[src/logic/ucp_regs.vh]
// constants and contract list for the utopia slave cell port
// Contract
// - drive outgoing cell bytes on tx link clock
// - rx space flag high when whole cell fits
// - sample rx bus after enable asserted
// - respond on rx side only when addressed
// - strap low ties all cell pins off
// - upper address pins shared with serial port
// - capture rx bytes on rising rx link clock
// - first byte and mark follow tx enable
// - tx cell flag high when cell complete
// - tx mark flags first byte of cell
`ifndef UCP_REGS_VH
`define UCP_REGS_VH
`define UCP_BYTE_W      8
`define UCP_ADDR_W      5
`define UCP_CELL_BYTES  4'h8
`define UCP_CNT_W       4
`define UCP_FIFO_DEPTH  16
`define UCP_FIFO_AW     4
`define UCP_LVL_W       5
`define UCP_STRAP_WAIT  2'h3
`define UCP_SHARED_LO   2
`define UCP_SHARED_W    3
`endif

[src/logic/ucp_sync.v]
// two flip-flop synchroniser for a group of level inputs
`timescale 1ns/1ns
module ucp_sync #(
  parameter W = 1
) (
  // clock and reset
  input  wire         clock,
  input  wire         rst,
  // level in and out
  input  wire [W-1:0] d,
  output reg  [W-1:0] q
);
  reg [W-1:0] meta;

  always @(posedge clock) begin
    if (rst) begin
      meta <= {W{1'b0}};
      q    <= {W{1'b0}};
    end else begin
      meta <= d;
      q    <= meta;
    end
  end
endmodule

[src/logic/ucp_fifo.v]
// synchronous fifo with valid and ready on both sides
`timescale 1ns/1ns
module ucp_fifo #(
  parameter W  = 8,
  parameter D  = 16,
  parameter AW = 4
) (
  // clock and reset
  input  wire          clock,
  input  wire          rst,
  // fill side
  input  wire          in_valid,
  output wire          in_ready,
  input  wire [W-1:0]  in_data,
  // drain side
  output wire          out_valid,
  input  wire          out_ready,
  output wire [W-1:0]  out_data,
  // fill level
  output reg  [AW:0]   level
);
  reg [W-1:0]  mem [0:D-1];
  reg [AW-1:0] wr_ptr;
  reg [AW-1:0] rd_ptr;
  wire         push;
  wire         pop;

  assign in_ready  = (level != D[AW:0]);
  assign out_valid = (level != {(AW+1){1'b0}});
  assign out_data  = mem[rd_ptr];
  assign push      = in_valid & in_ready;
  assign pop       = out_valid & out_ready;

  always @(posedge clock) begin
    if (push) begin
      mem[wr_ptr] <= in_data;
    end
  end

  always @(posedge clock) begin
    if (rst) begin
      wr_ptr <= {AW{1'b0}};
      rd_ptr <= {AW{1'b0}};
      level  <= {(AW+1){1'b0}};
    end else begin
      if (push) begin
        wr_ptr <= wr_ptr + 1'b1;
      end
      if (pop) begin
        rd_ptr <= rd_ptr + 1'b1;
      end
      if (push & ~pop) begin
        level <= level + 1'b1;
      end else if (pop & ~push) begin
        level <= level - 1'b1;
      end
    end
  end
endmodule

[src/logic/ucp_cell_port.v]
// utopia level 2 slave cell port, 8-bit transmit and receive
`timescale 1ns/1ns
`include "ucp_regs.vh"
module ucp_cell_port (
  // clock and reset
  input  wire                    clock,
  input  wire                    rst,
  // strap and own address
  input  wire                    cell_if_strap,
  input  wire [`UCP_ADDR_W-1:0]  rx_own_addr,
  output reg                     cell_if_enable,
  // serial port view of shared address pins
  output reg  [`UCP_SHARED_W-1:0] sp_shared_in,
  // transmit link pins
  input  wire                    tx_link_clk,
  input  wire                    tx_xfer_en_n,
  output reg  [`UCP_BYTE_W-1:0]  tx_cell_byte,
  output wire                    tx_cell_byte_oe,
  output reg                     tx_first_byte_mark,
  output wire                    tx_first_byte_mark_oe,
  output reg                     tx_cell_avail,
  output wire                    tx_cell_avail_oe,
  // receive link pins
  input  wire                    rx_link_clk,
  input  wire                    rx_xfer_en_n,
  input  wire                    rx_first_byte_mark,
  input  wire [`UCP_BYTE_W-1:0]  rx_cell_byte,
  input  wire [`UCP_ADDR_W-1:0]  rx_slave_sel,
  output reg                     rx_space_avail,
  output wire                    rx_space_avail_oe,
  // user transmit byte stream
  input  wire                    tx_in_valid,
  output wire                    tx_in_ready,
  input  wire [`UCP_BYTE_W-1:0]  tx_in_data,
  // user receive byte stream
  output wire                    rx_out_valid,
  input  wire                    rx_out_ready,
  output wire [`UCP_BYTE_W-1:0]  rx_out_data,
  // status
  output reg                     rx_overrun
);

  ////////////////////////////////////////////////////////////////////////
  // synchronisers for every pin input
  localparam SW = 3 + `UCP_BYTE_W + `UCP_ADDR_W + 3;

  wire [SW-1:0] pins_raw;
  wire [SW-1:0] pins_s;
  reg  [SW-1:0] pins_prev;

  assign pins_raw = {cell_if_strap, tx_link_clk, tx_xfer_en_n,
                     rx_cell_byte, rx_slave_sel,
                     rx_link_clk, rx_xfer_en_n, rx_first_byte_mark};

  ucp_sync #(
    .W (SW)
  ) u_sync (
    .clock (clock),
    .rst   (rst),
    .d     (pins_raw),
    .q     (pins_s)
  );

  always @(posedge clock) begin
    if (rst) begin
      pins_prev <= {SW{1'b0}};
    end else begin
      pins_prev <= pins_s;
    end
  end

  wire                   strap_s   = pins_s[SW-1];
  wire                   txclk_s   = pins_s[SW-2];
  wire                   txclk_p   = pins_prev[SW-2];
  wire                   rxclk_s   = pins_s[2];
  wire                   rxclk_p   = pins_prev[2];
  // values seen on the sample just before a detected edge
  wire                   tx_en_n_p = pins_prev[SW-3];
  wire [`UCP_BYTE_W-1:0] rx_byte_p = pins_prev[SW-4 -: `UCP_BYTE_W];
  wire [`UCP_ADDR_W-1:0] rx_sel_p  = pins_prev[7:3];
  wire [`UCP_ADDR_W-1:0] rx_sel_s  = pins_s[7:3];
  wire                   rx_en_n_p = pins_prev[1];
  wire                   rx_soc_p  = pins_prev[0];

  ////////////////////////////////////////////////////////////////////////
  // strap capture after reset release
  reg [1:0] strap_wait;
  wire      strap_take = (strap_wait == `UCP_STRAP_WAIT - 2'h1);

  always @(posedge clock) begin
    if (rst) begin
      strap_wait     <= 2'h0;
      cell_if_enable <= 1'b0;
    end else if (strap_wait != `UCP_STRAP_WAIT) begin
      strap_wait     <= strap_wait + 2'h1;
      if (strap_take) begin
        cell_if_enable <= strap_s;
      end
    end
  end

  // shared pins belong to the serial port unless the port is enabled
  always @(posedge clock) begin
    if (rst) begin
      sp_shared_in <= {`UCP_SHARED_W{1'b0}};
    end else if (cell_if_enable | (strap_take & strap_s)) begin
      sp_shared_in <= {`UCP_SHARED_W{1'b0}};
    end else begin
      sp_shared_in <= rx_sel_s[`UCP_SHARED_LO +: `UCP_SHARED_W];
    end
  end

  ////////////////////////////////////////////////////////////////////////
  // link clock edges, ignored while the port is off
  wire tx_edge = cell_if_enable & txclk_s & ~txclk_p;
  wire rx_edge = cell_if_enable & rxclk_s & ~rxclk_p;

  // all pin outputs float while the port is off
  assign tx_cell_byte_oe       = cell_if_enable;
  assign tx_first_byte_mark_oe = cell_if_enable;
  assign tx_cell_avail_oe      = cell_if_enable;

  ////////////////////////////////////////////////////////////////////////
  // transmit buffer
  wire                   txf_valid;
  wire                   txf_pop;
  wire [`UCP_BYTE_W-1:0] txf_data;
  wire [`UCP_LVL_W-1:0]  txf_level;

  ucp_fifo #(
    .W  (`UCP_BYTE_W),
    .D  (`UCP_FIFO_DEPTH),
    .AW (`UCP_FIFO_AW)
  ) u_tx_fifo (
    .clock     (clock),
    .rst       (rst),
    .in_valid  (tx_in_valid),
    .in_ready  (tx_in_ready),
    .in_data   (tx_in_data),
    .out_valid (txf_valid),
    .out_ready (txf_pop),
    .out_data  (txf_data),
    .level     (txf_level)
  );

  ////////////////////////////////////////////////////////////////////////
  // transmit state machine
  localparam TX_IDLE = 2'b01;
  localparam TX_CELL = 2'b10;

  reg [1:0]            tx_state;
  reg [1:0]            next_tx_state;
  reg [`UCP_CNT_W-1:0] tx_cnt;
  reg [`UCP_CNT_W-1:0] next_tx_cnt;
  reg                  tx_send;

  wire tx_req   = tx_edge & ~tx_en_n_p;
  wire tx_whole = (txf_level >= {1'b0, `UCP_CELL_BYTES});

  always @* begin
    next_tx_state = tx_state;
    next_tx_cnt   = tx_cnt;
    tx_send       = 1'b0;
    case (tx_state)
      TX_IDLE: begin
        if (tx_req & tx_whole) begin
          tx_send       = 1'b1;
          next_tx_cnt   = `UCP_CELL_BYTES - 4'h1;
          next_tx_state = TX_CELL;
        end
      end
      TX_CELL: begin
        if (tx_req) begin
          if (tx_cnt == 4'h0) begin
            next_tx_state = TX_IDLE;
          end else begin
            tx_send     = 1'b1;
            next_tx_cnt = tx_cnt - 4'h1;
          end
        end
      end
      default: begin
        next_tx_state = TX_IDLE;
      end
    endcase
  end

  assign txf_pop = tx_send & txf_valid;

  always @(posedge clock) begin
    if (rst | ~cell_if_enable) begin
      tx_state           <= TX_IDLE;
      tx_cnt             <= 4'h0;
      tx_cell_byte       <= 8'h00;
      tx_first_byte_mark <= 1'b0;
      tx_cell_avail      <= 1'b0;
    end else begin
      tx_state <= next_tx_state;
      tx_cnt   <= next_tx_cnt;
      // outputs change just after a link edge, stable for the next one
      if (tx_send) begin
        tx_cell_byte       <= txf_data;
        tx_first_byte_mark <= (tx_state == TX_IDLE);
      end else if (tx_edge) begin
        tx_first_byte_mark <= 1'b0;
      end
      if (tx_edge) begin
        tx_cell_avail <= (next_tx_state == TX_IDLE) ?
                         (txf_level - {4'h0, txf_pop} >=
                          {1'b0, `UCP_CELL_BYTES}) :
                         (txf_level - {4'h0, txf_pop} >=
                          {1'b0, `UCP_CELL_BYTES} + {1'b0, next_tx_cnt});
      end
    end
  end

  ////////////////////////////////////////////////////////////////////////
  // receive buffer
  reg                   rxf_push;
  reg [`UCP_BYTE_W-1:0] rxf_byte;
  wire                  rxf_ready;
  wire [`UCP_LVL_W-1:0] rxf_level;

  ucp_fifo #(
    .W  (`UCP_BYTE_W),
    .D  (`UCP_FIFO_DEPTH),
    .AW (`UCP_FIFO_AW)
  ) u_rx_fifo (
    .clock     (clock),
    .rst       (rst),
    .in_valid  (rxf_push),
    .in_ready  (rxf_ready),
    .in_data   (rxf_byte),
    .out_valid (rx_out_valid),
    .out_ready (rx_out_ready),
    .out_data  (rx_out_data),
    .level     (rxf_level)
  );

  ////////////////////////////////////////////////////////////////////////
  // receive state machine
  localparam RX_IDLE = 2'b01;
  localparam RX_CELL = 2'b10;

  reg [1:0]            rx_state;
  reg [`UCP_CNT_W-1:0] rx_cnt;
  reg                  rx_en_d;
  reg                  rx_mine;

  wire sel_hit  = (rx_sel_p == rx_own_addr);
  // a byte is valid on an edge after one where enable was low
  wire rx_take  = rx_edge & rx_en_d & rx_mine;
  localparam [31:0] RX_DEPTH = `UCP_FIFO_DEPTH;
  wire [`UCP_LVL_W-1:0] rx_free = RX_DEPTH[`UCP_LVL_W-1:0] - rxf_level;
  wire [`UCP_LVL_W-1:0] rx_owed = (rx_state == RX_CELL) ?
                                  {1'b0, rx_cnt} : 5'h00;

  always @(posedge clock) begin
    if (rst | ~cell_if_enable) begin
      rx_state       <= RX_IDLE;
      rx_cnt         <= 4'h0;
      rx_en_d        <= 1'b0;
      rx_mine        <= 1'b0;
      rxf_push       <= 1'b0;
      rxf_byte       <= 8'h00;
      rx_space_avail <= 1'b0;
      rx_overrun     <= 1'b0;
    end else begin
      rxf_push <= 1'b0;
      if (rx_edge) begin
        rx_en_d <= ~rx_en_n_p;
        // selection is taken with the enable, held for the cell
        if (~rx_en_n_p & ~rx_en_d) begin
          rx_mine <= sel_hit;
        end
      end
      if (rx_take) begin
        case (rx_state)
          RX_IDLE: begin
            if (rx_soc_p & rx_space_avail) begin
              rxf_push <= 1'b1;
              rxf_byte <= rx_byte_p;
              rx_cnt   <= `UCP_CELL_BYTES - 4'h1;
              rx_state <= RX_CELL;
            end
          end
          RX_CELL: begin
            rxf_push <= 1'b1;
            rxf_byte <= rx_byte_p;
            rx_cnt   <= rx_cnt - 4'h1;
            if (rx_cnt == 4'h1) begin
              rx_state <= RX_IDLE;
            end
          end
          default: begin
            rx_state <= RX_IDLE;
          end
        endcase
      end
      if (rxf_push & ~rxf_ready) begin
        rx_overrun <= 1'b1;
      end
      // room for a whole cell beyond any bytes still owed
      rx_space_avail <= (rx_free >= rx_owed +
                         {1'b0, `UCP_CELL_BYTES});
    end
  end

  // only the addressed slave drives the shared space flag
  assign rx_space_avail_oe = cell_if_enable &
                             (rx_sel_s == rx_own_addr);

endmodule

[config.mk]
export PLATFORM = sky130hd
export DESIGN_NAME = ucp_cell_port
export DESIGN_NICKNAME = d
export VERILOG_FILES = /design/src/logic/ucp_sync.v /design/src/logic/ucp_fifo.v /design/src/logic/ucp_cell_port.v
export VERILOG_INCLUDE_DIRS = /design/src /design/src/logic
export SDC_FILE = /design/constraint.sdc
export NUM_CORES = 1
export LEC_CHECK = 0
export ABC_CLOCK_PERIOD_IN_PS = 4600
export BUFFER_PORTS_ARGS = -buffer_cell sky130_fd_sc_hd__buf_2
export CORE_UTILIZATION = 60
export CTS_CLUSTER_DIAMETER = 50
export CTS_CLUSTER_SIZE = 10
export DETAILED_ROUTE_END_ITERATION = 10
export GPL_TIMING_DRIVEN = 0
export PLACE_DENSITY_LB_ADDON = 0.12
export SYNTH_ARGS = -nofsm -noshare
export SYNTH_HDL_FRONTEND = slang
export SYNTH_HIERARCHICAL = 1
export SYNTH_SLANG_ARGS = --single-unit
[constraint.sdc]
create_clock -name clock -period 4.6 [get_ports clock]
set_clock_uncertainty 0.1 [all_clocks]
set_input_delay 0.46 -clock clock [delete_from_list [all_inputs] [get_ports clock]]
set_output_delay 0.46 -clock clock [all_outputs]
set_load 0.01 [all_outputs]
Yosys cells after proc, flatten, opt, wreduce, memory -nomap -nowiden
Memory sizes are Yosys's and may differ from the RTL's. A register that Yosys moved wholly into a read port is not among the register bits.
Index checks and enable logic that the tools add are counted.
Widths: inputs -> output; s select.
Word-level totals
  memory bits (writable): 256
  memories: 2
  input bits: 36
  register bits after elaboration: 115
Operators by class
  muxes and demuxes: 35
  equal/unequal tests: 14
  $add $sub $neg: 15
  reductions and logical operators: 13
  bitwise operators: 36
  $lt $le $gt $ge: 4
Memory list
  u_rx_fifo.mem: depth 16, bits a word 8, rd ports 1, clocked after memory_dff 1, write ports 1, RTL line ucp_fifo.v:22  | reg [W-1:0] mem [0:D-1];
  u_tx_fifo.mem: depth 16, bits a word 8, rd ports 1, clocked after memory_dff 1, write ports 1, RTL line ucp_fifo.v:22
Operators by type and width (number)
  $mux 4: 7
  $and 1x1->1: 22
  $mux 5: 4
  $add 4x1->4 const B: 4
  $pmux 4 s2: 2
  $pmux 8 s2: 1
  $not 1->1: 12
  $mux 1: 11
  $add 5x1->5 const B: 2
  $eq 5x5->1: 2
  $ge 5x4->1 const B: 2
  $ge 5x5->1: 2
  $mux 2: 5
  $ne 5x5->1 const B: 2
  $reduce_bool 5->1: 2
  $sub 5x1->5 const B: 2
  $mux 8: 1
  $pmux 2 s2: 2
  $reduce_bool 2->1: 4
  $sub 4x1->4 const B: 2
  $eq 2x1->1 const B: 3
  $eq 2x2->1 const B: 3
  $reduce_and 3->1: 2
  $add 4x4->5 const A: 1
  12 further kinds: 17

Logic depth before layout (Yosys ltp)
Gate-level depths: netlist (run 1).
  depth in word-level cells: 11
  depth in mapped cells: 16
  depth with buffers taken out: 15

Hierarchy
Netlist (run 1), hierarchy kept.
By module, submodules not included
  ucp_fifo (u_rx_fifo): sequential area each 4184.0 um^2, area an instance 5783.0 um^2, cells each 309, times used 1
  ucp_fifo (u_tx_fifo): sequential area each 4184.0 um^2, area an instance 5766.8 um^2, cells each 311, times used 1
  ucp_cell_port: sequential area each 1181.1 um^2, area an instance 2912.8 um^2, cells each 311, times used 1
  ucp_sync: sequential area each 760.7 um^2, area an instance 1212.4 um^2, cells each 80, times used 1

Worst setup path after synthesis (run 1)
No wires, ideal clock.
  path kind: register to register
  start: register tx_cnt[0]
  end: register tx_cell_avail
  required time: 4.367 ns
  slack: 1.138 ns
  library setup time: 0.133 ns
  clock period less this slack: 3.462 ns
  arrival time: 3.228 ns
  cell stages (with the launch flop): 17
  cells stage by stage: dfxtp_1 > inv_1 > ha_1 > nor3b_2 > nand2b_1 > a211oi_4 > buf_6 > and2_1 > ha_1 > ha_1 > nor3b_1 > xor2_1 > ha_1 > a21oi_1 > o21ai_0 > a221oi_1 > a31oi_1
Between the ends
  word-level cells in the longest chain between the ends: 8
Ends and longest elaborated chain
  start: declaration: RTL line ucp_cell_port.v:153  | reg [`UCP_CNT_W-1:0] tx_cnt;
  start signal: assignment: RTL line ucp_cell_port.v:199  | tx_cnt <= next_tx_cnt;
  $logic_not 4->1 (*): RTL line ucp_cell_port.v:174  | if (tx_cnt == 4'h0) begin
  $mux 1 (*): RTL line ucp_cell_port.v:174
  $mux 1 (*): RTL line ucp_cell_port.v:173  | if (tx_req) begin
  $pmux 1 s2 (*): RTL line ucp_cell_port.v:164  | case (tx_state)
  $and 1x1->1 (*): RTL line ucp_cell_port.v:188  | assign txf_pop = tx_send & txf_valid;
  named net txf_pop: RTL line ucp_cell_port.v:126  | wire txf_pop;
  $sub 5x1->5 (*): RTL line ucp_cell_port.v:209, ucp_cell_port.v:211
  $ge 5x5->1 / $ge 5x4->1 (equally long branches): RTL line ucp_cell_port.v:211, ucp_cell_port.v:209
  $mux 1 (*): RTL line ucp_cell_port.v:208  | tx_cell_avail <= (next_tx_state == TX_IDLE) ?
  end signal: assignment: RTL line ucp_cell_port.v:208
  end: declaration: RTL line ucp_cell_port.v:21  | output reg tx_cell_avail,
Mark *: on every way through the listed nets, which the timed path passes. The rest lies on a longest branch.
A chain may end at the register's enable or synchronous reset.

Worst setup path in the final report (run 1)
Same ends and word-level chain as after synthesis.

==> results of run 1 <==
## stage by stage
stage	total power, mW	instance area [um^2]	utilization, %	hold WS, ns	setup WS (ns)
after floorplan	4.53	15700	-	0.307	1.14
after global placement	4.73	16400	64.6	0.314	0.813
after detailed placement	4.76	16500	64.8	0.320	0.815
after CTS	7.88	17800	69.9	0.0210	0.774
after global routing	8.12	17800	69.9	0.0308	0.407
final	7.81	17800	69.9	0.0437	0.766
## worst max path at each step
stage,from,slack [ns],end,cells after the start
CTS,tx_cnt[0],0.77,tx_cell_avail,16
finish,tx_cnt[0],0.77,tx_cell_avail,16
floorplan,tx_cnt[0],1.14,tx_cell_avail,16
global route,tx_cnt[0],0.41,tx_cell_avail,16
detailed placement,tx_cnt[0],0.81,tx_cell_avail,16
global placement,tx_cnt[0],0.81,tx_cell_avail,16
## cell type report
cell class	instances	area share, %
Inverter	32	0.677
Multi-Input combinational cell	543	27.9
Tap cell	330	2.33
Sequential cell	387	58.1
Clock inverter	3	0.141
Timing Repair Buffer	69	2.00
Buffer	49	1.74
Clock buffer	66	7.08
## logic make-up after synthesis
group / after synthesis
AOI/OAI and AO/OA: 103
xor gates and xnor gates: 33
adders and majority gates: 43
buffers and inverters: 81
DFF: 387
muxes: 91
and+or+nand+nor: 273
## state kept, by name (all words and copies together), names as in the netlist, 2 cells and up, named ones only
name	flops
u_rx_fifo/wr_ptr	4
sp_shared_in	3
u_tx_fifo/mem	128
u_rx_fifo/rd_ptr	4
tx_cell_byte	8
tx_cnt	4
u_tx_fifo/level	5
u_sync/q	19
u_sync/meta	19
tx_state	2
u_rx_fifo/level	5
rx_state	2
u_tx_fifo/rd_ptr	4
pins_prev	18
rxf_byte	8
rx_cnt	4
u_tx_fifo/wr_ptr	4
strap_wait	2
u_rx_fifo/mem	128
## cells in the final DEF, fill, tap and decap left out, types with 8 or more instances in the layout
master,Yosys,layout
sky130_fd_sc_hd__clkbuf_16,0,47
sky130_fd_sc_hd__buf_6,8,8
sky130_fd_sc_hd__xor2_1,21,21
sky130_fd_sc_hd__mux2i_1,24,24
sky130_fd_sc_hd__and2_1,11,11
sky130_fd_sc_hd__inv_1,31,31
sky130_fd_sc_hd__dfxtp_1,131,131
sky130_fd_sc_hd__nand2_1,42,42
sky130_fd_sc_hd__mux4_2,62,62
sky130_fd_sc_hd__clkbuf_1,18,36
sky130_fd_sc_hd__buf_2,5,70
sky130_fd_sc_hd__o21ai_0,10,10
sky130_fd_sc_hd__nor2_1,93,93
sky130_fd_sc_hd__edfxtp_1,256,256
sky130_fd_sc_hd__nor2b_4,20,20
sky130_fd_sc_hd__a22oi_1,34,34
sky130_fd_sc_hd__a21oi_1,20,20
sky130_fd_sc_hd__o211ai_1,8,8
sky130_fd_sc_hd__buf_4,7,11
sky130_fd_sc_hd__xnor2_1,12,12
sky130_fd_sc_hd__nor2b_1,38,38
sky130_fd_sc_hd__buf_1,9,9
sky130_fd_sc_hd__ha_1,41,41
## critical path, stage by stage, from the launching register on
cell                       delay [ns]
sky130_fd_sc_hd__dfxtp_1         0.40
sky130_fd_sc_hd__inv_1           0.06
sky130_fd_sc_hd__ha_1            0.22
sky130_fd_sc_hd__nor3b_2         0.20
sky130_fd_sc_hd__nand2b_1        0.19
sky130_fd_sc_hd__a211oi_4        0.31
sky130_fd_sc_hd__buf_6           0.21
sky130_fd_sc_hd__and2_1          0.26
sky130_fd_sc_hd__ha_1            0.24
sky130_fd_sc_hd__ha_1            0.23
sky130_fd_sc_hd__nor3b_1         0.25
sky130_fd_sc_hd__xor2_1          0.17
sky130_fd_sc_hd__ha_1            0.26
sky130_fd_sc_hd__a21oi_1         0.14
sky130_fd_sc_hd__o21ai_0         0.11
sky130_fd_sc_hd__a221oi_1        0.29
sky130_fd_sc_hd__a31oi_1         0.06
## power groups by stage
stage | logic, mW | clock network (mW) | registers, mW
after floorplan | 0.608 | 0 | 3.92
after global placement | 0.781 | 0 | 3.95
after detailed placement | 0.806 | 0 | 3.95
after CTS | 0.815 | 3.18 | 3.88
after global routing | 0.902 | 3.33 | 3.89
final | 0.805 | 3.12 | 3.88
## metal layers
layer	wire (um)	up-vias
met5	0	-
met3	1900	58
met4	789	0
met2	14900	286
li1	-	3994
met1	12900	4256
==> run summary, run 1 <==
* Synth Area in Compound Gates: 4.89%
* global-route wire length before repair: 47.8 mm
* share of flip-flops with an asynchronous set or reset: 0%
* clock share of power: 40.0%
* maximum count of clock buffers along a single path: 3
* leading post-synthesis cells by instance count: sky130_fd_sc_hd__edfxtp_1 (256), sky130_fd_sc_hd__dfxtp_1 (131), sky130_fd_sc_hd__nor2_1 (93), sky130_fd_sc_hd__mux4_2 (62), sky130_fd_sc_hd__nand2_1 (42)
* top cell type's share of synthesized area: 49.0%
* I/O pin cnt: 66
* clock latency at the later pin of the worst-skew pair: 0.53 ns
* via count of the first global-routing pass: 8,614
* First DRT Iteration DRCs: 710
* final period utilization: 83.3%
* first drt pass iteration count: 5
* highest attainable clock frequency: 261 MHz
* clock-pin slew on the worst setup and hold paths: 0.05 ns
* clock sink count: 387
* Crit Reg-Reg Endpoint: tx_cell_avail
* post-synthesis cell count: 1,011
* switching portion of total power: 23.0%
* largest family of logic cells by synthesized area: multiplexers
* placed wire-length estimate: 20.0 mm
* most utilized layer in the global route result: met2
* number of instances resized during post-cts repair: 0
* synthesis-to-finish area growth: 13.2%
* #FFs+latches synth: 387
* Hold Violations, Final: 0
* fraction of final layout cells with drive strength greater than 1: 22.4%
* initial antenna violation count: 0
* type of the worst setup path: reg -> reg
* area fraction in and, or, nand and nor cells after synthesis: 10.2%
* beginning of the worst hold path: cell_if_strap
* Hold Path Depth: 2
* parity-gate share of the synthesized area counting xor and xnor cells: 1.84%
* Die Area: 26,800 um^2
* outcome: finished clean
* top cells by area, synth: sky130_fd_sc_hd__edfxtp_1 (49%), sky130_fd_sc_hd__dfxtp_1 (17%), sky130_fd_sc_hd__mux4_2 (8.9%)
* net count of the finished layout: 1,206
* net count of the mapped netlist: 1,090
* Worst VDD drop: 369 uV
* power density over the cells: 440 nW/um^2
* Starting Density: 61.7%
* number of cell rows: 58
* CTS H-Tree Depth: 2
* GR Util met1: 32.7%
* cell internal pwr: 6.01 mW
* share of total power in sequential cells: 49.7%
* synthesized cell area: 15,700 um^2
* post-synthesis cell type count: 67
* count leader, synth: sky130_fd_sc_hd__edfxtp_1
* reported leakage power: 6.59 nW
* Sum Neg Setup Slack: 0 ns
* number of max-capacitance violations reported: 0
* number of endpoints failing setup at the final stage: 0
* Primary FF master, synth: sky130_fd_sc_hd__edfxtp_1
* vias after detailed routing: 8,594
* total of warnings raised by yosys: 6
* type of element launching the critical path: flip-flop
* final slew viol count: 0
* number of nets with antenna violations after detailed routing: 0
* # DRC: 0
* CTS Hold Bufs: 0
* filler cell count: 1,736
* total global-route track usage: 24.0%
* met2 track demand over resource: 39.6%
* unrepaired setup endpoints after global routing: false
* global placer's final weighted congestion: 0.821
* relative contribution of combinational cells to total power: 10.3%
* slew of the pin with the lowest slew margin: 1.32 ns
* cts bufs inserted: 45
* die width: 164 um
* Hold Path Class: in -> reg
* Critical Path End Type: flip-flop
* I/O Buffers: 65
* Placed Cells incl. Taps: 1,410
* largest net degree at the start of global routing: 18
* number of flops mapped to enable cells by yosys: 256
* data arrival time at the worst-slack endpoint: 4.12 ns
* mux contribution to synthesized area: 11.0%
* count of cells along the worst register-to-register path: 16
* via/cell ratio: 5.81
* Hold Path End: u_sync/meta[18]
* mean post-synth cell area: 15.5 um^2
* worst-case register-to-register setup slack: 0.77 ns
* CTS root buffer: sky130_fd_sc_hd__clkbuf_16
* sequential fraction of the synthesis area: 65.8%
* tightest slew margin relative to the limit: 11.1%
* height of the die: 164 um
* share of synthesized cell area in full adder, half adder and majority cells: 3.53%
* TritonCTS clock tree: built
* dominant cell type by area after synthesis: sky130_fd_sc_hd__edfxtp_1
* number of inserted diodes: 0
* fraction of met3 tracks used by global routing: 3.56%
* Final Non-Filler Cells: 1,479
* core region area: 25,400 um^2
* Register Area: 10,300 um^2
* post-CTS setup buffer count: 0
* average wire per cell in the routed design: 20.7 um
* total grt overflow: 0
* footprint of the multi-input gates: 4960 um^2
* reg-to-reg startpoint: tx_cnt[0]
* switching power of the nets: 1.80 mW
* peak fanout along the critical path: 10
* total routed wirelength: 30.6 mm
* required arrival time at the worst endpoint: 4.89 ns
* fin crit period: 3.83 ns
Note: power is estimated with default switching activity, not from simulation.
==> run 2: changes to the inputs <==
ABC_AREA = 1   (was not set)
ABC_CLOCK_PERIOD_IN_PS = 3890   (was 4600)
clock period = 3.89 ns   (was 4.6 ns; I/O delays follow)
==> run 2 against run 1 <==
  * Critical path type unchanged
  * Sequential power grew 18%
  * Largest cell class unchanged
  * Register-to-register slack lost 0.38 ns
  * Final cell count grew 59%
==> run summary, run 2 <==
* via/cell ratio: 5.25, was 5.81
* kind of cell adding the most delay to the critical path: simple AND/OR/NAND/NOR gates, was adder cells
* count leader, synth: sky130_fd_sc_hd__nand2_1, was sky130_fd_sc_hd__edfxtp_1
* Hold Path Class: in -> reg, unchanged
* final period utilization: 90.2%, was 83.3%
* number of flops mapped to enable cells by yosys: 256, unchanged
* synthesis-to-finish area growth: 14.0%, was 13.2%
* net count of the finished layout: 2,020, was 1,206
* number of max-capacitance violations reported: 0, unchanged
* cell with the largest stage delay on the worst path: sky130_fd_sc_hd__dfxtp_2, was sky130_fd_sc_hd__dfxtp_1
* share of flip-flops with an asynchronous set or reset: 0%, unchanged
* Die Area: 28,800 um^2, was 26,800 um^2
* number of buffer and inverter stages on the critical path: 1, was 2
* top cell type's share of synthesized area: 45.5%, was 49.0%
* vias after detailed routing: 12,300, was 8,594
* die width: 170 um, was 164 um
* tightest slew margin relative to the limit: 34.1%, was 11.1%
* power density over the cells: 524 nW/um^2, was 440 nW/um^2
* global placer's final weighted congestion: 0.919, was 0.821
* WP depth: 17, was 16
* Worst VDD drop: 396 uV, was 369 uV
* placed wire-length estimate: 25.1 mm, was 20.0 mm
* leading cell type in the layout, fill and taps excluded: sky130_fd_sc_hd__nand2_1, was sky130_fd_sc_hd__edfxtp_1
* outcome: finished clean, unchanged
* I/O Buffers: 65, unchanged
* slew of the pin with the lowest slew margin: 0.986 ns, was 1.32 ns
* total routed wirelength: 38.4 mm, was 30.6 mm
* leading post-synthesis cells by instance count: sky130_fd_sc_hd__nand2_1 (437), sky130_fd_sc_hd__inv_1 (323), sky130_fd_sc_hd__edfxtp_1 (256), sky130_fd_sc_hd__nand3_1 (217), sky130_fd_sc_hd__nor2_1 (193), was sky130_fd_sc_hd__edfxtp_1 (256), sky130_fd_sc_hd__dfxtp_1 (131), sky130_fd_sc_hd__nor2_1 (93), sky130_fd_sc_hd__mux4_2 (62), sky130_fd_sc_hd__nand2_1 (42)
* total grt overflow: 0, unchanged
* unrepaired setup endpoints after global routing: false, unchanged
* maximum count of clock buffers along a single path: 3, unchanged
* routed metal-1 wire length: 16.2 mm, was 12.9 mm
* post-synthesis cell count: 1,809, was 1,011
* Final Non-Filler Cells: 2,346, was 1,479
* net count of the mapped netlist: 1,888, was 1,090
* I/O pin cnt: 66, unchanged
* peak fanout along the critical path: 9, was 10
* First DRT Iteration DRCs: 1,271, was 710
* slowest stage delay, CP: 0.46 ns, was 0.40 ns
* top cells by area, synth: sky130_fd_sc_hd__edfxtp_1 (46%), sky130_fd_sc_hd__dfxtp_1 (16%), sky130_fd_sc_hd__nand2_1 (9.7%), was sky130_fd_sc_hd__edfxtp_1 (49%), sky130_fd_sc_hd__dfxtp_1 (17%), sky130_fd_sc_hd__mux4_2 (8.9%)
* mean post-synth cell area: 9.33 um^2, was 15.5 um^2
* type of element launching the critical path: flip-flop, unchanged
* critical path's most frequent cell: sky130_fd_sc_hd__ha_1, unchanged
* Primary FF master, synth: sky130_fd_sc_hd__edfxtp_1, unchanged
* count of cells along the worst register-to-register path: 17, was 16
* Critical Path End Type: flip-flop, unchanged
* largest net degree at the start of global routing: 20, was 18
* number of inserted diodes: 0, unchanged
* Starting Density: 60.9%, was 61.7%
* largest registers: u_rx_fifo/mem x128, u_tx_fifo/mem x128, unchanged
* met3 wire len: 2.93 mm, was 1.90 mm
* via count of the first global-routing pass: 11,700, was 8,614
* total global-route track usage: 27.2%, was 24.0%
* height of the die: 170 um, was 164 um
* series of cell instances along the critical path: nand2_2 > nor3_4 > nand3_2 > a21oi_4 > inv_2 > nor2_2 > ha_1 > ha_1 > nand3_1 > xor2_1 > ha_1 > a21oi_1 > o21ai_0 > a211oi_1 > nand2_1 > nand3_1 > a21oi_1, was inv_1 > ha_1 > nor3b_2 > nand2b_1 > a211oi_4 > buf_6 > and2_1 > ha_1 > ha_1 > nor3b_1 > xor2_1 > ha_1 > a21oi_1 > o21ai_0 > a221oi_1 > a31oi_1
* #FFs+latches synth: 387, unchanged
* commonest non-fill, non-tap cells in the layout: sky130_fd_sc_hd__nand2_1 (437), sky130_fd_sc_hd__inv_1 (323), sky130_fd_sc_hd__edfxtp_1 (256), was sky130_fd_sc_hd__edfxtp_1 (256), sky130_fd_sc_hd__dfxtp_1 (131), sky130_fd_sc_hd__nor2_1 (93)
* Sum Neg Setup Slack: 0 ns, unchanged
* core region area: 27,700 um^2, was 25,400 um^2
* # DRC: 0, unchanged
* sequential fraction of the synthesis area: 61.1%, was 65.8%
* global-route wire length before repair: 59.9 mm, was 47.8 mm
* initial antenna violation count: 0, unchanged
* Placed Cells incl. Taps: 2,252, was 1,410
* final slew viol count: 0, unchanged
* CTS H-Tree Depth: 2, unchanged
* synthesized cell area: 16,900 um^2, was 15,700 um^2
* fin crit period: 3.51 ns, was 3.83 ns
* clock sink count: 387, unchanged
* met2 wirelength from detailed routing: 18.0 mm, was 14.9 mm
* TritonCTS clock tree: built, unchanged
* total of warnings raised by yosys: 6, unchanged
* Hold Path Depth: 3, was 2
* Hold Violations, Final: 0, unchanged
* clock-pin slew on the worst setup and hold paths: 0.05 ns, about the same
* top routing layer in use: met4, unchanged
* first drt pass iteration count: 5, unchanged
* clock latency at the later pin of the worst-skew pair: 0.54 ns, was 0.53 ns
* required arrival time at the worst endpoint: 4.18 ns, was 4.89 ns
* data arrival time at the worst-slack endpoint: 3.80 ns, was 4.12 ns
* average wire per cell in the routed design: 16.4 um, was 20.7 um
* fraction of final layout cells with drive strength greater than 1: 11.0%, was 22.4%
* number of endpoints failing setup at the final stage: 0, unchanged
* number of nets with antenna violations after detailed routing: 0, unchanged
* post-synthesis cell type count: 42, was 67
* number of cell rows: 61, was 58
* CTS root buffer: sky130_fd_sc_hd__clkbuf_16, unchanged
* post-CTS setup buffer count: 0, unchanged
* cts bufs inserted: 46, was 45
* type of the worst setup path: reg -> reg, unchanged
* dominant cell type by area after synthesis: sky130_fd_sc_hd__edfxtp_1, unchanged
* highest attainable clock frequency: 285 MHz, was 261 MHz
* reported leakage power: 8.71 nW, was 6.59 nW
[run 2: cell count changes in the layout (fill, tap and decap cells not counted), moves of 26 or more]
cell                      before  now
sky130_fd_sc_hd__a22oi_1      34    0
sky130_fd_sc_hd__buf_2        70   96
sky130_fd_sc_hd__inv_1        31  323
sky130_fd_sc_hd__mux4_2       62    0
sky130_fd_sc_hd__nand2_1      42  437
sky130_fd_sc_hd__nand3_1       4  217
sky130_fd_sc_hd__nor2_1       93  192
sky130_fd_sc_hd__nor2b_1      38    0
[run 2: power breakdown]
| group | switching [mW] | internal, mW |
|---|---|---|
| clock | 1.54 | 2.39 |
| combinational | 1.01 | 0.593 |
| sequential | 0.0949 | 4.47 |
[run 2: final timing paths]
path,startpoint,to,slack [ns]
worst max-delay path,cell_if_enable,tx_cell_avail,0.38
worst min-delay path,tx_in_valid,u_tx_fifo/wr_ptr[2],0.07
worst max register to register,cell_if_enable,tx_cell_avail,0.38
worst min register to register,u_sync/q[9],pins_prev[9],0.29
[run 2: stage by stage]
step	cell area [um^2]	util [%]	total power, mW	hold WS [ns]	setup WS, ns
after detailed placement	17700	63.8	6.20	0.293	0.105
after global routing	19300	69.5	10.5	0.0640	0.0691
final	19300	69.5	10.1	0.0671	0.382
after global placement	17700	63.8	6.16	0.290	0.172
after floorplan	16900	-	5.74	0.288	0.752
after CTS	19200	69.5	10.1	0.0513	0.103
[run 2: cells by family after synthesis]
family	count (synthesis)	synth area share (%)
adder cells (fa/ha/maj)	43	3.28
buffers and inverters	398	9.95
XOR/XNOR	22	1.14
AND/OR/NAND/NOR	880	21.9
AO/OA/AOI/OAI	79	2.65
flip-flops	387	61.1
[run 2: layout make-up]
cell class | count | area (um^2)
sequential | 387 | 10300
inverter | 336 | 1260
fill | 2087 | 8450
timing repair buffer | 84 | 515
buffer | 62 | 418
multi-input combinational | 1024 | 4900
tap | 378 | 473
clock buffer | 71 | 1330
clock inverter | 4 | 47.5
[run 2: routing by layer]
layer	track usage, %	vias up
met5	0	-
met4	10.8	0
met3	4.48	96
met2	44.6	459
met1	36.3	5781
li1	-	5973
[run 2: what timing repair did]
action,4_1_cts,5_1_grt
setup endpoints to repair,0,1
hold endpoints to repair,19,0
hold buffers,19,0
resized for setup,0,2
[run 2: worst reg2reg max path, stage by stage, from the launching register on]
cell	delay, ns
sky130_fd_sc_hd__dfxtp_2	0.46
sky130_fd_sc_hd__nand2_2	0.11
sky130_fd_sc_hd__nor3_4	0.24
sky130_fd_sc_hd__nand3_2	0.20
sky130_fd_sc_hd__a21oi_4	0.23
sky130_fd_sc_hd__inv_2	0.14
sky130_fd_sc_hd__nor2_2	0.22
sky130_fd_sc_hd__ha_1	0.21
sky130_fd_sc_hd__ha_1	0.18
sky130_fd_sc_hd__nand3_1	0.09
sky130_fd_sc_hd__xor2_1	0.20
sky130_fd_sc_hd__ha_1	0.30
sky130_fd_sc_hd__a21oi_1	0.15
sky130_fd_sc_hd__o21ai_0	0.11
sky130_fd_sc_hd__a211oi_1	0.21
sky130_fd_sc_hd__nand2_1	0.08
sky130_fd_sc_hd__nand3_1	0.07
sky130_fd_sc_hd__a21oi_1	0.06
==> run 3: changes to the inputs <==
CORE_MARGIN = 3   (was not set)
==> run 3 against run 2 <==
  * Wire length is 0.42% lower
  * Worst setup slack worse by 0.0011 ns
  * Sequential cell count stayed put
  * Critical path type unchanged
  * Largest power group unchanged
==> run summary, run 3 (synthesis results as in run 2) <==
* Final Power: 9.92 mW, was 10.1 mW
* number of endpoints failing setup at the final stage: 0, unchanged
* largest registers: u_rx_fifo/mem x128, u_tx_fifo/mem x128, unchanged
* height of the die: 174 um, was 170 um
* required arrival time at the worst endpoint: 4.17 ns, was 4.18 ns
* # DRC: 0, unchanged
* fin crit period: 3.51 ns, about the same
* I/O Buffers: 65, unchanged
* placed wire-length estimate: 25.0 mm, was 25.1 mm
* average wire per cell in the routed design: 16.3 um, was 16.4 um
* Placed Cells incl. Taps: 2,246, was 2,252
* post-route cell area: 19,200 um^2, was 19,300 um^2
* global-route wire length before repair: 61.0 mm, was 59.9 mm
* reported leakage power: 8.67 nW, was 8.71 nW
* type of the worst setup path: reg -> reg, unchanged
* peak fanout along the critical path: 9, unchanged
* smallest setup slack after layout: 0.381 ns, was 0.382 ns
* CTS root buffer: sky130_fd_sc_hd__clkbuf_16, unchanged
* synthesis-to-finish area growth: 13.6%, was 14.0%
* power density over the cells: 517 nW/um^2, was 524 nW/um^2
* first drt pass iteration count: 5, unchanged
* cts bufs inserted: 45, was 46
* via count of the first global-routing pass: 12,000, was 11,700
* total routed wirelength: 38.3 mm, was 38.4 mm
* net count of the finished layout: 2,020, unchanged
* clock sink count: 387, unchanged
* Final Non-Filler Cells: 2,345, was 2,346
* Starting Density: 61.8%, was 60.9%
* slew of the pin with the lowest slew margin: 0.966 ns, was 0.986 ns
* I/O pin cnt: 66, unchanged
* Worst VDD drop: 381 uV, was 396 uV
* fraction of final layout cells with drive strength greater than 1: 10.8%, was 11.0%
* TritonCTS clock tree: built, unchanged
* outcome: finished clean, unchanged
* clock-pin slew on the worst setup and hold paths: 0.05 ns, about the same
* die width: 174 um, was 170 um
* type of element launching the critical path: flip-flop, unchanged
* total grt overflow: 0, unchanged
* clock latency at the later pin of the worst-skew pair: 0.53 ns, was 0.54 ns
* maximum count of clock buffers along a single path: 3, unchanged
* final period utilization: 90.2%, about the same
* number of nets with antenna violations after detailed routing: 0, unchanged
* data arrival time at the worst-slack endpoint: 3.79 ns, was 3.80 ns
* leading cell type in the layout, fill and taps excluded: sky130_fd_sc_hd__nand2_1, unchanged
* tightest slew margin relative to the limit: 35.3%, was 34.1%
* Hold Violations, Final: 0, unchanged
* commonest non-fill, non-tap cells in the layout: sky130_fd_sc_hd__nand2_1 (437), sky130_fd_sc_hd__inv_1 (323), sky130_fd_sc_hd__edfxtp_1 (256), unchanged
* total global-route track usage: 25.4%, was 27.2%
* unrepaired setup endpoints after global routing: false, unchanged
* initial antenna violation count: 0, unchanged
* global placer's final weighted congestion: 0.875, was 0.919
* Die Area: 30,200 um^2, was 28,800 um^2
* post-placement worst setup slack: 0.0970 ns, was 0.105 ns
* fraction of the core area covered by cells at the end of the flow: 70.2%, was 69.5%
* vias after detailed routing: 12,300, about the same
* First DRT Iteration DRCs: 1,011, was 1,271
* largest net degree at the start of global routing: 20, unchanged
* Sum Neg Setup Slack: 0 ns, unchanged
* core region area: 27,300 um^2, was 27,700 um^2
* number of max-capacitance violations reported: 0, unchanged
* via/cell ratio: 5.24, was 5.25
* final slew viol count: 0, unchanged
* final-layout worst hold slack: 0.0814 ns, was 0.0671 ns
* number of cell rows: 60, was 61
* area post-placement: 17,700 um^2, about the same
* CTS H-Tree Depth: 2, unchanged
* highest attainable clock frequency: 285 MHz, about the same
* Hold Path Class: in -> reg, unchanged
* filler cell count: 2,083, was 2,087
* Critical Path End Type: flip-flop, unchanged
==> run 3: changes by cell type in the layout (fill, tap and decap cells not counted), moves of 2 or more <==
cell	change
sky130_fd_sc_hd__clkbuf_8	-2
sky130_fd_sc_hd__clkbuf_16	-4
sky130_fd_sc_hd__inv_6	+2
sky130_fd_sc_hd__clkbuf_1	+9
==> run 3: cell type report <==
cell class	instances	area, um^2	area share [%]
Sequential cell	387	10300	53.8
Multi-Input combinational cell	1024	4900	25.6
Inverter	336	1260	6.58
Clock buffer	74	1230	6.44
Timing Repair Buffer	85	523	2.73
Tap cell	372	465	2.43
Buffer	62	418	2.18
Clock inverter	4	56.3	0.294
Antenna cell	1	2.50	0.0131
==> run 3: critical path: stages, from the launching register on <==
cell and delay (ns):
sky130_fd_sc_hd__dfxtp_2 0.45, sky130_fd_sc_hd__nand2_2 0.11, sky130_fd_sc_hd__nor3_4 0.30, sky130_fd_sc_hd__nand3_2 0.19, sky130_fd_sc_hd__a21oi_4 0.23, sky130_fd_sc_hd__inv_2 0.15, sky130_fd_sc_hd__nor2_4 0.18, sky130_fd_sc_hd__ha_1 0.19
sky130_fd_sc_hd__ha_1 0.18, sky130_fd_sc_hd__nand3_1 0.09, sky130_fd_sc_hd__xor2_1 0.23, sky130_fd_sc_hd__ha_1 0.30, sky130_fd_sc_hd__a21oi_1 0.14, sky130_fd_sc_hd__o21ai_0 0.10, sky130_fd_sc_hd__a211oi_1 0.19, sky130_fd_sc_hd__nand2_1 0.08
sky130_fd_sc_hd__nand3_1 0.07, sky130_fd_sc_hd__a21oi_1 0.06
==> run 3: routing by layer <==
layer,vias up,part of all wire (%),global-route usage (%)
met1,5692,43,35.2
met3,89,8.7,4.84
met2,518,46,40.4
met4,0,2.6,8.71
met5,-,0,0
li1,5984,-,-
==> run 3: path summary, 6_finish.rpt <==
check / startpoint / end / slack, ns / cells after the start
worst min register to register: u_sync/q[12] / pins_prev[12] / 0.30 / 2
worst max register to register: cell_if_enable / tx_cell_avail / 0.38 / 17
worst max-delay path: cell_if_enable / tx_cell_avail / 0.38 / 17
worst min-delay path: tx_in_valid / u_tx_fifo/wr_ptr[2] / 0.08 / 3
==> run 3: what timing repair did <==
| item | 4_1_cts | 5_1_grt |
|---|---|---|
| endpoints found under the setup margin | 0 | 2 |
| endpoints found under the hold margin | 19 | 0 |
| hold buffers | 19 | 0 |
| setup buffers | 0 | 1 |
| gates resized for setup | 0 | 3 |
==> run 3: report_power, final <==
group	leakage [nW]	total (mW)	switching, mW	internal [mW]
registers	3.11	4.56	0.0909	4.47
logic	4.95	1.63	1.03	0.592
clock network	0.616	3.73	1.52	2.22
